$ cat src/atsov_regs.vh
// constants for the angle tracker status and programmable-register verify block
// Behaviour
// - digital readback command returns programmable register
// - readback frame uses write/program bit layout
// - analog readback turns program pin into output
// - programmed bit low, unprogrammed bit high
// - wiring config bit follows input pin level
// - low three-wire or inner chain, high last
// - locked bit shown; unlocked angle invalid
// - weak field pin high only at gain 3F
// - angle frame carries gain code in D13:D7
// - four sensitivity steps, default lowest 00
// - converter steps once per 1.15 us cycle
// - lock within 127 steps, then track per cycle
// - stays locked up to 30000 rpm
// - reduced power freezes converter, resumes from hold
// - relock time is period times angle difference
// - sensitivity field 00 lowest, 11 highest
// - readback bits 7:0 hold zero position
// - power saving bit one selects frozen state
`ifndef ATSOV_REGS_VH
`define ATSOV_REGS_VH
// ****************************************************************
// command codes and frame layout
// ****************************************************************
`define ATSOV_CMD_RD_OTP      5'h0F
`define ATSOV_CMD_ANA_OTP     5'h09
`define ATSOV_CMD_RD_ANGLE    5'h10
`define ATSOV_OTP_BITS        18
`define ATSOV_OTP_MSB         17
`define ATSOV_SENS_HI         9
`define ATSOV_SENS_LO         8
`define ATSOV_ZERO_HI         7
`define ATSOV_OTP_RESET       18'h00000
`define ATSOV_ANG_FRAME_BITS  16
`define ATSOV_GAIN_MAX        6'h3F
// ****************************************************************
// register port map
// ****************************************************************
`define ATSOV_ADDR_CMD        4'h0
`define ATSOV_ADDR_CTRL       4'h1
`define ATSOV_ADDR_STATUS     4'h2
`define ATSOV_ADDR_ANGLE      4'h3
`define ATSOV_ADDR_OTP        4'h4
`define ATSOV_CTRL_PWRSAVE    0
`define ATSOV_ST_LOCK         0
`define ATSOV_ST_WIRE         1
`define ATSOV_ST_WEAK         2
`define ATSOV_ST_BUSY         3
// ****************************************************************
// timing
// ****************************************************************
`define ATSOV_TRACK_PS        1150000
`define ATSOV_CLK_PS          8000
`endif

$ cat src/atsov_top.v
// angle tracker status, lock logic and programmable-register readback
`timescale 1ns/1ps
`include "atsov_regs.vh"
module atsov_top #(
  parameter TRACK_CYC = `ATSOV_TRACK_PS / `ATSOV_CLK_PS
) (
  input  wire        clk,
  input  wire        rst_b,
  input  wire [3:0]  regAddr,
  input  wire [31:0] regWdata,
  input  wire        regWr,
  input  wire        regRd,
  output reg  [31:0] regRdata_ff,
  input  wire        linkClk,
  output reg         linkDataOut_ff,
  output reg         linkDataOe_b_ff,
  output reg         progPinOut_ff,
  output reg         progPinOe_b_ff,
  input  wire        wiringCfgPin,
  input  wire [7:0]  measAngle,
  input  wire [5:0]  gainCode,
  output reg         weakFieldFlag_ff,
  output reg [7:0]   angle_ff,
  output reg         locked_ff
);
  // ****************************************************************
  // helpers
  // ****************************************************************
  function [7:0] absDiff;
    input [7:0] a;
    input [7:0] b;
    begin
      absDiff = (a > b) ? (a - b) : (b - a);
    end
  endfunction

  // ****************************************************************
  // pin synchronisers: three stages, change once stages 2 and 3 agree
  // ****************************************************************
  reg [2:0] clkSync_ff;
  reg [2:0] wireSync_ff;
  reg       linkClkLvl_ff;
  reg       wiringCfgBit_ff;
  wire      linkRise = (clkSync_ff[1] == clkSync_ff[2]) && clkSync_ff[2] && !linkClkLvl_ff;
  always @(posedge clk) begin
    if (!rst_b) begin
      clkSync_ff      <= 3'h0;
      wireSync_ff     <= 3'h0;
      linkClkLvl_ff   <= 1'b0;
      wiringCfgBit_ff <= 1'b0;
    end else begin
      clkSync_ff  <= {clkSync_ff[1:0], linkClk};
      wireSync_ff <= {wireSync_ff[1:0], wiringCfgPin};
      if (clkSync_ff[1] == clkSync_ff[2])
        linkClkLvl_ff <= clkSync_ff[2];
      if (wireSync_ff[1] == wireSync_ff[2])
        wiringCfgBit_ff <= wireSync_ff[2];
    end
  end

  // ****************************************************************
  // control register and programmable register copy
  // ****************************************************************
  reg        powerSavingSelect_ff;
  reg [17:0] otpReg_ff;
  always @(posedge clk) begin
    if (!rst_b) begin
      powerSavingSelect_ff <= 1'b0;
      otpReg_ff            <= `ATSOV_OTP_RESET;
    end else begin
      if (regWr && regAddr == `ATSOV_ADDR_CTRL)
        powerSavingSelect_ff <= regWdata[`ATSOV_CTRL_PWRSAVE];
      // soft write of the register copy; the sensitivity field keeps its
      // four-step encoding, 00 lowest and 11 highest
      if (regWr && regAddr == `ATSOV_ADDR_OTP)
        otpReg_ff <= regWdata[`ATSOV_OTP_MSB:0];
    end
  end

  // ****************************************************************
  // tracking converter
  // ****************************************************************
  reg [15:0] trackCnt_ff;
  wire       trackTick = (trackCnt_ff == TRACK_CYC[15:0] - 16'h0001);
  wire [7:0] diff = absDiff(angle_ff, measAngle);
  wire       upward = ((measAngle - angle_ff) & 8'h80) == 8'h00;
  always @(posedge clk) begin
    if (!rst_b) begin
      trackCnt_ff <= 16'h0000;
      angle_ff    <= 8'h00;
      locked_ff   <= 1'b0;
    end else if (!powerSavingSelect_ff) begin
      trackCnt_ff <= trackTick ? 16'h0000 : trackCnt_ff + 16'h0001;
      if (trackTick) begin
        // one step per tracking cycle, short way round the circle;
        // relock time then scales with the angle moved while frozen
        if (angle_ff != measAngle)
          angle_ff <= upward ? angle_ff + 8'h01 : angle_ff - 8'h01;
        locked_ff <= (diff <= 8'h01);
      end else if (diff > 8'h01 && diff < 8'hFF) begin
        locked_ff <= 1'b0;
      end
    end else if (diff > 8'h01 && diff < 8'hFF) begin
      // position frozen, but a magnet moved away still drops lock
      locked_ff <= 1'b0;
    end
  end

  // ****************************************************************
  // weak field output
  // ****************************************************************
  always @(posedge clk) begin
    if (!rst_b)
      weakFieldFlag_ff <= 1'b0;
    else
      weakFieldFlag_ff <= (gainCode == `ATSOV_GAIN_MAX);
  end

  // ****************************************************************
  // serial shifter: digital readback, angle frame, analog readback
  // ****************************************************************
  localparam ST_IDLE = 2'h0;
  localparam ST_DIG  = 2'h1;
  localparam ST_ANA  = 2'h2;
  reg [1:0]  state_ff;
  reg [17:0] shift_ff;
  reg [4:0]  bitCnt_ff;
  // angle frame: D15:D14 status, D13:D7 gain code (D13 zero pad), D6:D0 angle msbs
  wire [17:0] angFrame = {2'h0, locked_ff, wiringCfgBit_ff, 1'b0, gainCode, angle_ff[7:1]};
  always @(posedge clk) begin
    if (!rst_b) begin
      state_ff        <= ST_IDLE;
      shift_ff        <= 18'h00000;
      bitCnt_ff       <= 5'h00;
      linkDataOut_ff  <= 1'b0;
      linkDataOe_b_ff <= 1'b1;
      progPinOut_ff   <= 1'b0;
      progPinOe_b_ff  <= 1'b1;
    end else begin
      case (state_ff)
        ST_IDLE: begin
          if (regWr && regAddr == `ATSOV_ADDR_CMD) begin
            if (regWdata[4:0] == `ATSOV_CMD_RD_OTP) begin
              shift_ff  <= otpReg_ff;
              bitCnt_ff <= `ATSOV_OTP_BITS;
              state_ff  <= ST_DIG;
            end else if (regWdata[4:0] == `ATSOV_CMD_RD_ANGLE) begin
              shift_ff  <= angFrame << 2;
              bitCnt_ff <= `ATSOV_ANG_FRAME_BITS;
              state_ff  <= ST_DIG;
            end else if (regWdata[4:0] == `ATSOV_CMD_ANA_OTP) begin
              shift_ff       <= otpReg_ff;
              bitCnt_ff      <= `ATSOV_OTP_BITS;
              progPinOe_b_ff <= 1'b0;
              state_ff       <= ST_ANA;
            end
          end
        end
        ST_DIG: begin
          linkDataOe_b_ff <= 1'b0;
          if (linkRise) begin
            if (bitCnt_ff == 5'h00) begin
              linkDataOe_b_ff <= 1'b1;
              state_ff        <= ST_IDLE;
            end else begin
              linkDataOut_ff <= shift_ff[`ATSOV_OTP_MSB];
              shift_ff       <= {shift_ff[16:0], 1'b0};
              bitCnt_ff      <= bitCnt_ff - 5'h01;
            end
          end
        end
        ST_ANA: begin
          if (linkRise) begin
            if (bitCnt_ff == 5'h00) begin
              progPinOe_b_ff <= 1'b1;
              state_ff       <= ST_IDLE;
            end else begin
              // a one bit pulls the pin low, a zero drives it high
              progPinOut_ff <= ~shift_ff[`ATSOV_OTP_MSB];
              shift_ff      <= {shift_ff[16:0], 1'b0};
              bitCnt_ff     <= bitCnt_ff - 5'h01;
            end
          end
        end
        default: state_ff <= ST_IDLE;
      endcase
    end
  end

  // ****************************************************************
  // register read port
  // ****************************************************************
  always @(posedge clk) begin
    if (!rst_b)
      regRdata_ff <= 32'h00000000;
    else if (regRd) begin
      case (regAddr)
        `ATSOV_ADDR_CTRL:   regRdata_ff <= {31'h0, powerSavingSelect_ff};
        `ATSOV_ADDR_STATUS: regRdata_ff <= {28'h0, state_ff != ST_IDLE, weakFieldFlag_ff,
                                            wiringCfgBit_ff, locked_ff};
        `ATSOV_ADDR_ANGLE:  regRdata_ff <= {18'h0, gainCode, angle_ff};
        `ATSOV_ADDR_OTP:    regRdata_ff <= {14'h0, otpReg_ff};
        default:            regRdata_ff <= 32'h00000000;
      endcase
    end else
      regRdata_ff <= 32'h00000000;
  end
endmodule // atsov_top

$ cat config.mk
export PLATFORM = sky130hd
export DESIGN_NAME = atsov_top
export DESIGN_NICKNAME = d
export VERILOG_FILES = /design/src/atsov_top.v
export VERILOG_INCLUDE_DIRS = /design/src
export SDC_FILE = /design/constraint.sdc
export NUM_CORES = 1
export LEC_CHECK = 0
export BUFFER_PORTS_ARGS = -buffer_cell sky130_fd_sc_hd__buf_2
export CAP_MARGIN = 20
export CORE_AREA = 2 2 121 123
export DETAILED_ROUTE_END_ITERATION = 8
export DIE_AREA = 0 0 123 125
export PLACE_DENSITY = 0.6
export SETUP_SLACK_MARGIN = 0.05
export SLEW_MARGIN = 20
export SYNTH_ARGS = -nofsm -noshare
export SYNTH_HDL_FRONTEND = slang
export SYNTH_SLANG_ARGS = --single-unit
$ cat constraint.sdc
create_clock -name clk -period 3.3 [get_ports clk]
set_clock_uncertainty 0.05 [all_clocks]
set_input_delay 0.495 -clock clk [delete_from_list [all_inputs] [get_ports clk]]
set_output_delay 0.495 -clock clk [all_outputs]
set_load 0.005 [all_outputs]
# [Word level (Yosys, flattened, before mapping)]
# Index checks and enable logic that the tools add are counted.
[op_classes] n_eq_ne=24 bitwise_logic=3 reduce_logical=22 add_sub_neg=6 n_mux=37 magnitude_cmp=4
[op_table] op="18-bit two-way mux" n=6
[op_table] op="18-bit case mux with 4 select lines" n=1
[op_table] op="18-bit case mux with 2 select lines" n=1
[op_table] op="5-bit two-way mux" n=6
[op_table] op="16-bit by 1-bit adder with 16-bit output, second input constant" n=1
[op_table] op="16-bit by 8-bit equality test with 1-bit output, second input constant" n=1
[op_table] op="16-bit two-way mux" n=1
[op_table] op="8-bit two-way mux" n=2
[op_table] op="8-bit subtractor" n=2
[op_table] op="2-bit inequality test, second input constant" n=7
[op_table] op="2-bit two-way mux" n=6
[op_table] op="1-bit two-way mux" n=11
[op_table] op="5-bit by 4-bit equality test with 1-bit output, second input constant" n=2
[op_table] op="5-bit case mux with 2 select lines" n=1
[op_table] op="3-bit AND reduction" n=3
[op_table] op="8-bit by 1-bit adder with 8-bit output, second input constant" n=1
[op_table] op="4-bit by 2-bit equality test with 1-bit output, second input constant" n=2
[op_table] op="8-bit by 1-bit greater-than comparator with 1-bit output, second input constant" n=1
[op_table] op="8-bit greater-than comparator" n=1
[op_table] op="8-bit by 1-bit <= comparator with 1-bit output, second input constant" n=1
[op_table] op="8-bit logical NOT" n=1
[op_table] op="8-bit less-than comparator, second input constant" n=1
[op_table] op="8-bit inequality test" n=1
[op_table] op="8-bit by 1-bit subtractor with 8-bit output, second input constant" n=1
[op_table] op="24 further kinds" n=35
[totals] elab_cells=114 output_inout_bits=46 register_bits=114

# [Longest topological paths before layout]
# Gate-level depths: netlist (run 1).
[logic_depth] ltp_word=7 mapped_depth=16 depth_no_buf=15

# [Least setup slack after synthesis (run 1)]
# OpenSTA, ideal clock, no wires.
[synth_path] path_type="input to register" startpoint="input measAngle[5]" endpoint="register angle_ff[7]" path_stages=16 t_arrival_ps=3312 n_path_buf=1 setup_slack_ps=-177 cell_sequence="inv_1 > ha_1 > buf_6 > or2_2 > a21oi_1 > a31oi_1 > xor2_1 > ha_1 > a21o_1 > a211oi_1 > o21ai_0 > o211ai_1 > xnor2_1 > nand2_1 > xnor2_1 > and2_1"
[synth_between] elab_chain_len=3
[synth_lines] item="start: declaration" line="atsov_top.v:20" rtl="input wire [7:0] measAngle,"
[synth_lines] item="8-bit subtractor" line="atsov_top.v:86" rtl="wire upward = ((measAngle - angle_ff) & 8'h80) == 8'h00;"
[synth_lines] item="8-bit logical NOT" line="atsov_top.v:86"
[synth_lines] item="8-bit two-way mux" line="atsov_top.v:98" rtl="angle_ff <= upward ? angle_ff + 8'h01 : angle_ff - 8'h01;"
[synth_lines] item="end signal: assignment" line="atsov_top.v:98"
[synth_lines] item="end: declaration" line="atsov_top.v:23" rtl="output reg [7:0] angle_ff,"
# Several ways; a longest one is shown, not always the timed one.
# A chain may end at the register's enable or synchronous reset.

# [Worst setup path in the final report (run 1)]
[layout_path] startpoint="register angle_ff[1]" endpoint="register angle_ff[6]"
[layout_between] elab_chain_len=3
[layout_lines] item="8-bit subtractor" line="atsov_top.v:86"
[layout_lines] item="8-bit logical NOT" line="atsov_top.v:86"
[layout_lines] item="8-bit two-way mux" line="atsov_top.v:98"
# Several ways; a longest one is shown, not always the timed one.

==> flow_summary.ini, run 1 <==
[job]
drv_cap = 0

[pwr]
power_density_nw_per_um2 = 403
ir_drop_uv = 227
p_total_mw = 2.58
leakage_nw = 2.59

[final_layout]
antenna_cells = 0
drive_above_1_share_pct = 19.0
area_growth_pct = 16.7
fill_cells = 1387
multiInputGateArea_um2 = 3190
fin_nets = 797
fin_cells = 898
seq_area_um2 = 2000

[route]
drt-pass1-iter-count = 4
wire_per_inst_um = 13.8
route.detailed.drc = 0
via_per_inst = 4.91
vias = 4405
drt_iter0_markers = 245
drtAntennaViolNets = 0
totalWireLength_mm = 12.4

[synthesis]
yosysMostFrequentCell = dfxtp_1
ys_ff_latch = 100
ys_types = 56
syn_area_um2 = 5490
yosysTopAreaCellShare_pct = 36.4
yosysWarningCount = 0
synth_area_leader_cell = dfxtp_1
yosysSeqAreaShare_pct = 36.4
synth-edff-count = 0
ys.flop_type = dfxtp_1
async_flop_share_pct = 0
synth_area_per_cell_um2 = 8.69
syn_inst = 632
synth_top_cells_by_area = dfxtp_1 36%, mux2i_1 8.4%, ha_1 6.6%
synth_common_cells = 100 x dfxtp_1, 86 x nand2_1, 46 x mux2i_1, 46 x nor2_1, 32 x inv_1

[critical_path]
path_buf_inv = 1
max_stage_delay_ns = 0.40
critical_path.top_delay_family = compound AO/OA/AOI/OAI gates
worst-setup-path-type = reg2reg
worstPathCellList = ha_1 -> nor2b_1 -> o21ai_1 -> a31oi_2 -> xor2_2 -> buf_4 -> fa_1 -> a21o_1 -> a21o_1 -> nand2_1 -> nand2_1 -> a21oi_2 -> xnor2_1 -> mux2i_1 -> nor2b_1
crit_required_ns = 3.54
crit_arrival_ns = 3.28
crit_path_start_kind = flip-flop
rrSetupSlack_ns = 0.27
cp-end-kind = flip-flop
slowest_stage = fa_1
cp_max_fo = 4

[timing]
final.period_utilization_pct = 92.0
max_slew.worst_pin.slew_ns = 0.722
finalSetupViolCount = 0
fmax_mhz = 329
fin_crit_ns = 3.03
maxSlewViolCount = 0
hold_viol_final = 0
rsz0062_at_grt = false
whs_ns = 0.300
relSlewSlack_pct = 51.6

[global_routing]
grt_max_degree = 67
gr-total-overflow = 0
grt_pass1_vias = 4318
grt_usage_pct = 16.7
antenna_found_initial = 0
grt_pass1_wl_mm = 20.5

[floorplanning]
die_x_um = 123
num_rows = 44
dieArea_um2 = 15400
io-pin-count = 102
start_util_pct = 38.7
core_um2 = 14200
fp.dieH_um = 125

[clocking]
clock_sinks = 100
clock_latency_ns = 0.35
clk_path_buf_depth = 2
cts_max_level = 3
cts_root_buf = clkbuf_16
tritoncts = done
cts_buffers = 9
clk_pin_slew_ns = 0.07
ctsHoldBuffers = 0
ctsResizeCount = 0
post-cts-setup-buffers = 0

[placement]
io_buffers = 73
post-place-cells = 882
dpl.hpwl_mm = 9.22
gp_congestion = 0.860

[min_path]
hp-class = in2reg

[status]
status = complete, no violations
## layout make-up
| type | instances | share of cell area, % |
|---|---|---|
| Sequential cell | 100 | 31.3 |
| Multi-Input combinational cell | 470 | 49.8 |
| Clock buffer | 10 | 3.73 |
| Timing Repair Buffer | 96 | 8.39 |
| Inverter | 32 | 1.87 |
| Tap cell | 184 | 3.59 |
| Clock inverter | 6 | 1.35 |
## metrics by stage
| stage | cell area, µm² | setup TNS [ns] | util (%) | worst slack, ns |
|---|---|---|---|---|
| after floorplan | 5570 | 0 | - | 0.0567 |
| after global placement | 6080 | -0.0411 | 42.8 | -0.0275 |
| after global routing | 6410 | 0 | 45.1 | 0.0466 |
| final | 6410 | 0 | 45.1 | 0.265 |
| after CTS | 6410 | 0 | 45.1 | 0.209 |
| after detailed placement | 6080 | -0.0952 | 42.8 | -0.0646 |
## layer usage
layer / global-route usage, % / routed length (µm)
met5: 0 / 0
met4: 7.15 / 316
met3: 3.01 / 453
met2: 26.2 / 5670
met1: 22.3 / 5980
## placed cells by master (no fill, tap or decap), types with 3 or more instances in the layout
cell       netlist  layout
a32oi_1          4       4
a21o_1           4       4
nor2_1          46      46
xnor2_1         16      16
nor3b_1          4       4
fa_1             3       3
dfxtp_1        100      98
inv_1           32      32
nand4b_1         3       3
ha_1            29      29
conb_1           1      14
o211a_1          3       3
a22oi_1         10      10
and3_1           6       6
nand3_1          9       9
and2_1          19      19
clkbuf_16        0       9
nor2b_1         28      28
a21boi_0        21      21
nor4_1           3       3
a21oi_1         16      14
buf_2            4      73
mux2_2           3       3
nand4_1          6       6
xor2_1          19      18
buf_4           15      23
a31oi_1          4       3
mux2i_1         46      46
o21ai_0         30      28
or2_2            3       3
nand2_1         86      86
nor3_1           6       6
## path summary, 6_finish.rpt
| kind | start | end | cells past startpoint |
|---|---|---|---|
| max | angle_ff[1] | angle_ff[6] | 15 |
| min | linkClk | clkSync_ff[0] | 2 |
| max reg2reg | angle_ff[1] | angle_ff[6] | 15 |
| min reg2reg | clkSync_ff[0] | clkSync_ff[1] | 1 |
## report_power, final
group	internal, mW	switching (mW)
logic	0.0965	0.118
clock network	0.685	0.461
registers	1.22	0.00784
## flip-flops by register name, indices dropped and copies added (netlist names)
signal	flops
clkSync_ff	3
bitCnt_ff	5
wiringCfgBit_ff	1
linkDataOut_ff	1
powerSavingSelect_ff	1
progPinOe_b_ff	1
linkDataOe_b_ff	1
wireSync_ff	3
weakFieldFlag_ff	1
angle_ff	8
locked_ff	1
regRdata_ff	18
progPinOut_ff	1
shift_ff	18
linkClkLvl_ff	1
state_ff	2
trackCnt_ff	16
otpReg_ff	18
## kinds of logic after synthesis
family / after synthesis / share of synthesized area, %
other cells: 1 / 0.0683
xor+xnor: 35 / 5.58
buf+inv: 75 / 6.79
mux: 50 / 9.41
flops: 100 / 36.4
fa+ha+maj: 32 / 7.70
compound gates: 107 / 13.3
simple gates: 232 / 20.7
Power figures use the tool's default switching activity.
==> inputs of run 2 (changes only) <==
Settings changed: REMOVE_ABC_BUFFERS set to 1.
==> flow_summary.ini, run 2 (same netlist as run 1, synthesis figures left out) <==
[status]
status = complete, no violations

[clocking]
cts_buffers = 9
tritoncts = done
cts_root_buf = clkbuf_16
cts_max_level = 3
clk_pin_slew_ns = 0.07
ctsHoldBuffers = 0
clock_latency_ns = 0.34
clk_path_buf_depth = 2
clock_sinks = 100

[final_layout]
mostFrequentLayoutCell = dfxtp_1
final_util_pct = 45.6
fin_nets = 809
reg_top3 = otpReg_ff (18), regRdata_ff (18), shift_ff (18)
area_growth_pct = 17.9
fin_cells = 911
final_cell_mix = 98 x dfxtp_1, 86 x nand2_1, 73 x buf_2, 46 x mux2i_1, 46 x nor2_1
drive_above_1_share_pct = 20.2
fill_cells = 1417
finalInstanceArea_um2 = 6480

[route]
via_per_inst = 4.94
drt_iter0_markers = 202
totalWireLength_mm = 12.4
drtAntennaViolNets = 0
vias = 4501
wire_per_inst_um = 13.6
drt-pass1-iter-count = 4
route.detailed.drc = 0

[timing]
max_slew.worst_pin.slew_ns = 0.747
fmax_mhz = 332
maxSlewViolCount = 0
final.period_utilization_pct = 91.4
fin_crit_ns = 3.02
hold_viol_final = 0
relSlewSlack_pct = 50.0
whs_ns = 0.303
rsz0062_at_grt = false
finalWorstSetupSlack_ns = 0.284
finalSetupViolCount = 0
tns_ns = 0

[floorplanning]
core_um2 = 14200
fp.dieH_um = 125
dieArea_um2 = 15400
start_util_pct = 38.7
io-pin-count = 102
num_rows = 44
die_x_um = 123

[pwr]
leakage_nw = 2.63
power_density_nw_per_um2 = 386
ir_drop_uv = 268
p_total_mw = 2.50

[job]
drv_cap = 0

[global_routing]
antenna_found_initial = 2
grt_usage_pct = 16.5
grt_pass1_wl_mm = 20.6
grt_max_degree = 40
gr-total-overflow = 0
grt_pass1_vias = 4437

[critical_path]
cp-end-kind = flip-flop
worst-setup-path-type = reg2reg
crit_required_ns = 3.53
crit_arrival_ns = 3.25
cp_max_fo = 7
crit_path_start_kind = flip-flop

[min_path]
hp-class = in2reg

[placement]
dpl.hpwl_mm = 9.12
post-place-cells = 893
pre_cts_slack_ns = -0.167
placed_area_um2 = 6150
gp_congestion = 0.825
io_buffers = 73
[run 2: path summary, 6_finish.rpt]
check	end	slack (ns)	startpoint	depth (start not counted)
setup reg to reg	angle_ff[6]	0.28	angle_ff[5]	15
hold / removal	wireSync_ff[0]	0.30	wiringCfgPin	2
setup / recovery	angle_ff[6]	0.28	angle_ff[5]	15
hold reg to reg	wireSync_ff[1]	0.39	wireSync_ff[0]	1
[run 2: layer usage]
metal	vias to the layer above	global-route usage (%)	routed length, µm
li1	2283	-	-
met1	2112	21.6	5850
met2	90	26.9	5790
met3	14	4.29	605
met4	2	4.48	148
met5	-	0	11
[run 2: layout make-up]
| type | count | area (µm²) | share of cell area, % |
|---|---|---|---|
| well taps | 184 | 230 | 3.55 |
| multi-input cells | 470 | 3190 | 49.2 |
| clock buffers | 10 | 229 | 3.53 |
| flip-flops and latches | 100 | 2000 | 30.9 |
| clock inverters | 6 | 63.8 | 0.985 |
| diodes | 1 | 2.50 | 0.0386 |
| repair buffers | 108 | 641 | 9.89 |
| inverters | 32 | 120 | 1.85 |
[run 2: timing repair]
action,4_1_cts,5_1_grt
setup endpoints to repair,1,3
gates resized for setup,1,7
buffers inserted,0,1
pin swaps,0,1
[run 2: critical path, cell delays in order, from the launching register on]
cell and delay, ns:
dfxtp_2 0.33, ha_1 0.29, or2_2 0.29, a21oi_2 0.17, a31oi_2 0.07, xor2_1 0.20
buf_4 0.18, fa_1 0.38, a21o_1 0.17, a21o_1 0.19, nand2_1 0.07, nand2_1 0.05
a21oi_1 0.18, xnor2_1 0.14, mux2i_1 0.09, nor2b_1 0.13
[run 2: where the power goes]
group	internal (mW)	total (mW)	leakage, nW	switching [mW]
Clock	0.588	1.05	0.139	0.466
Combinational	0.106	0.225	1.69	0.119
Sequential	1.22	1.22	0.808	0.00750
Total	1.91	2.50	2.63	0.592
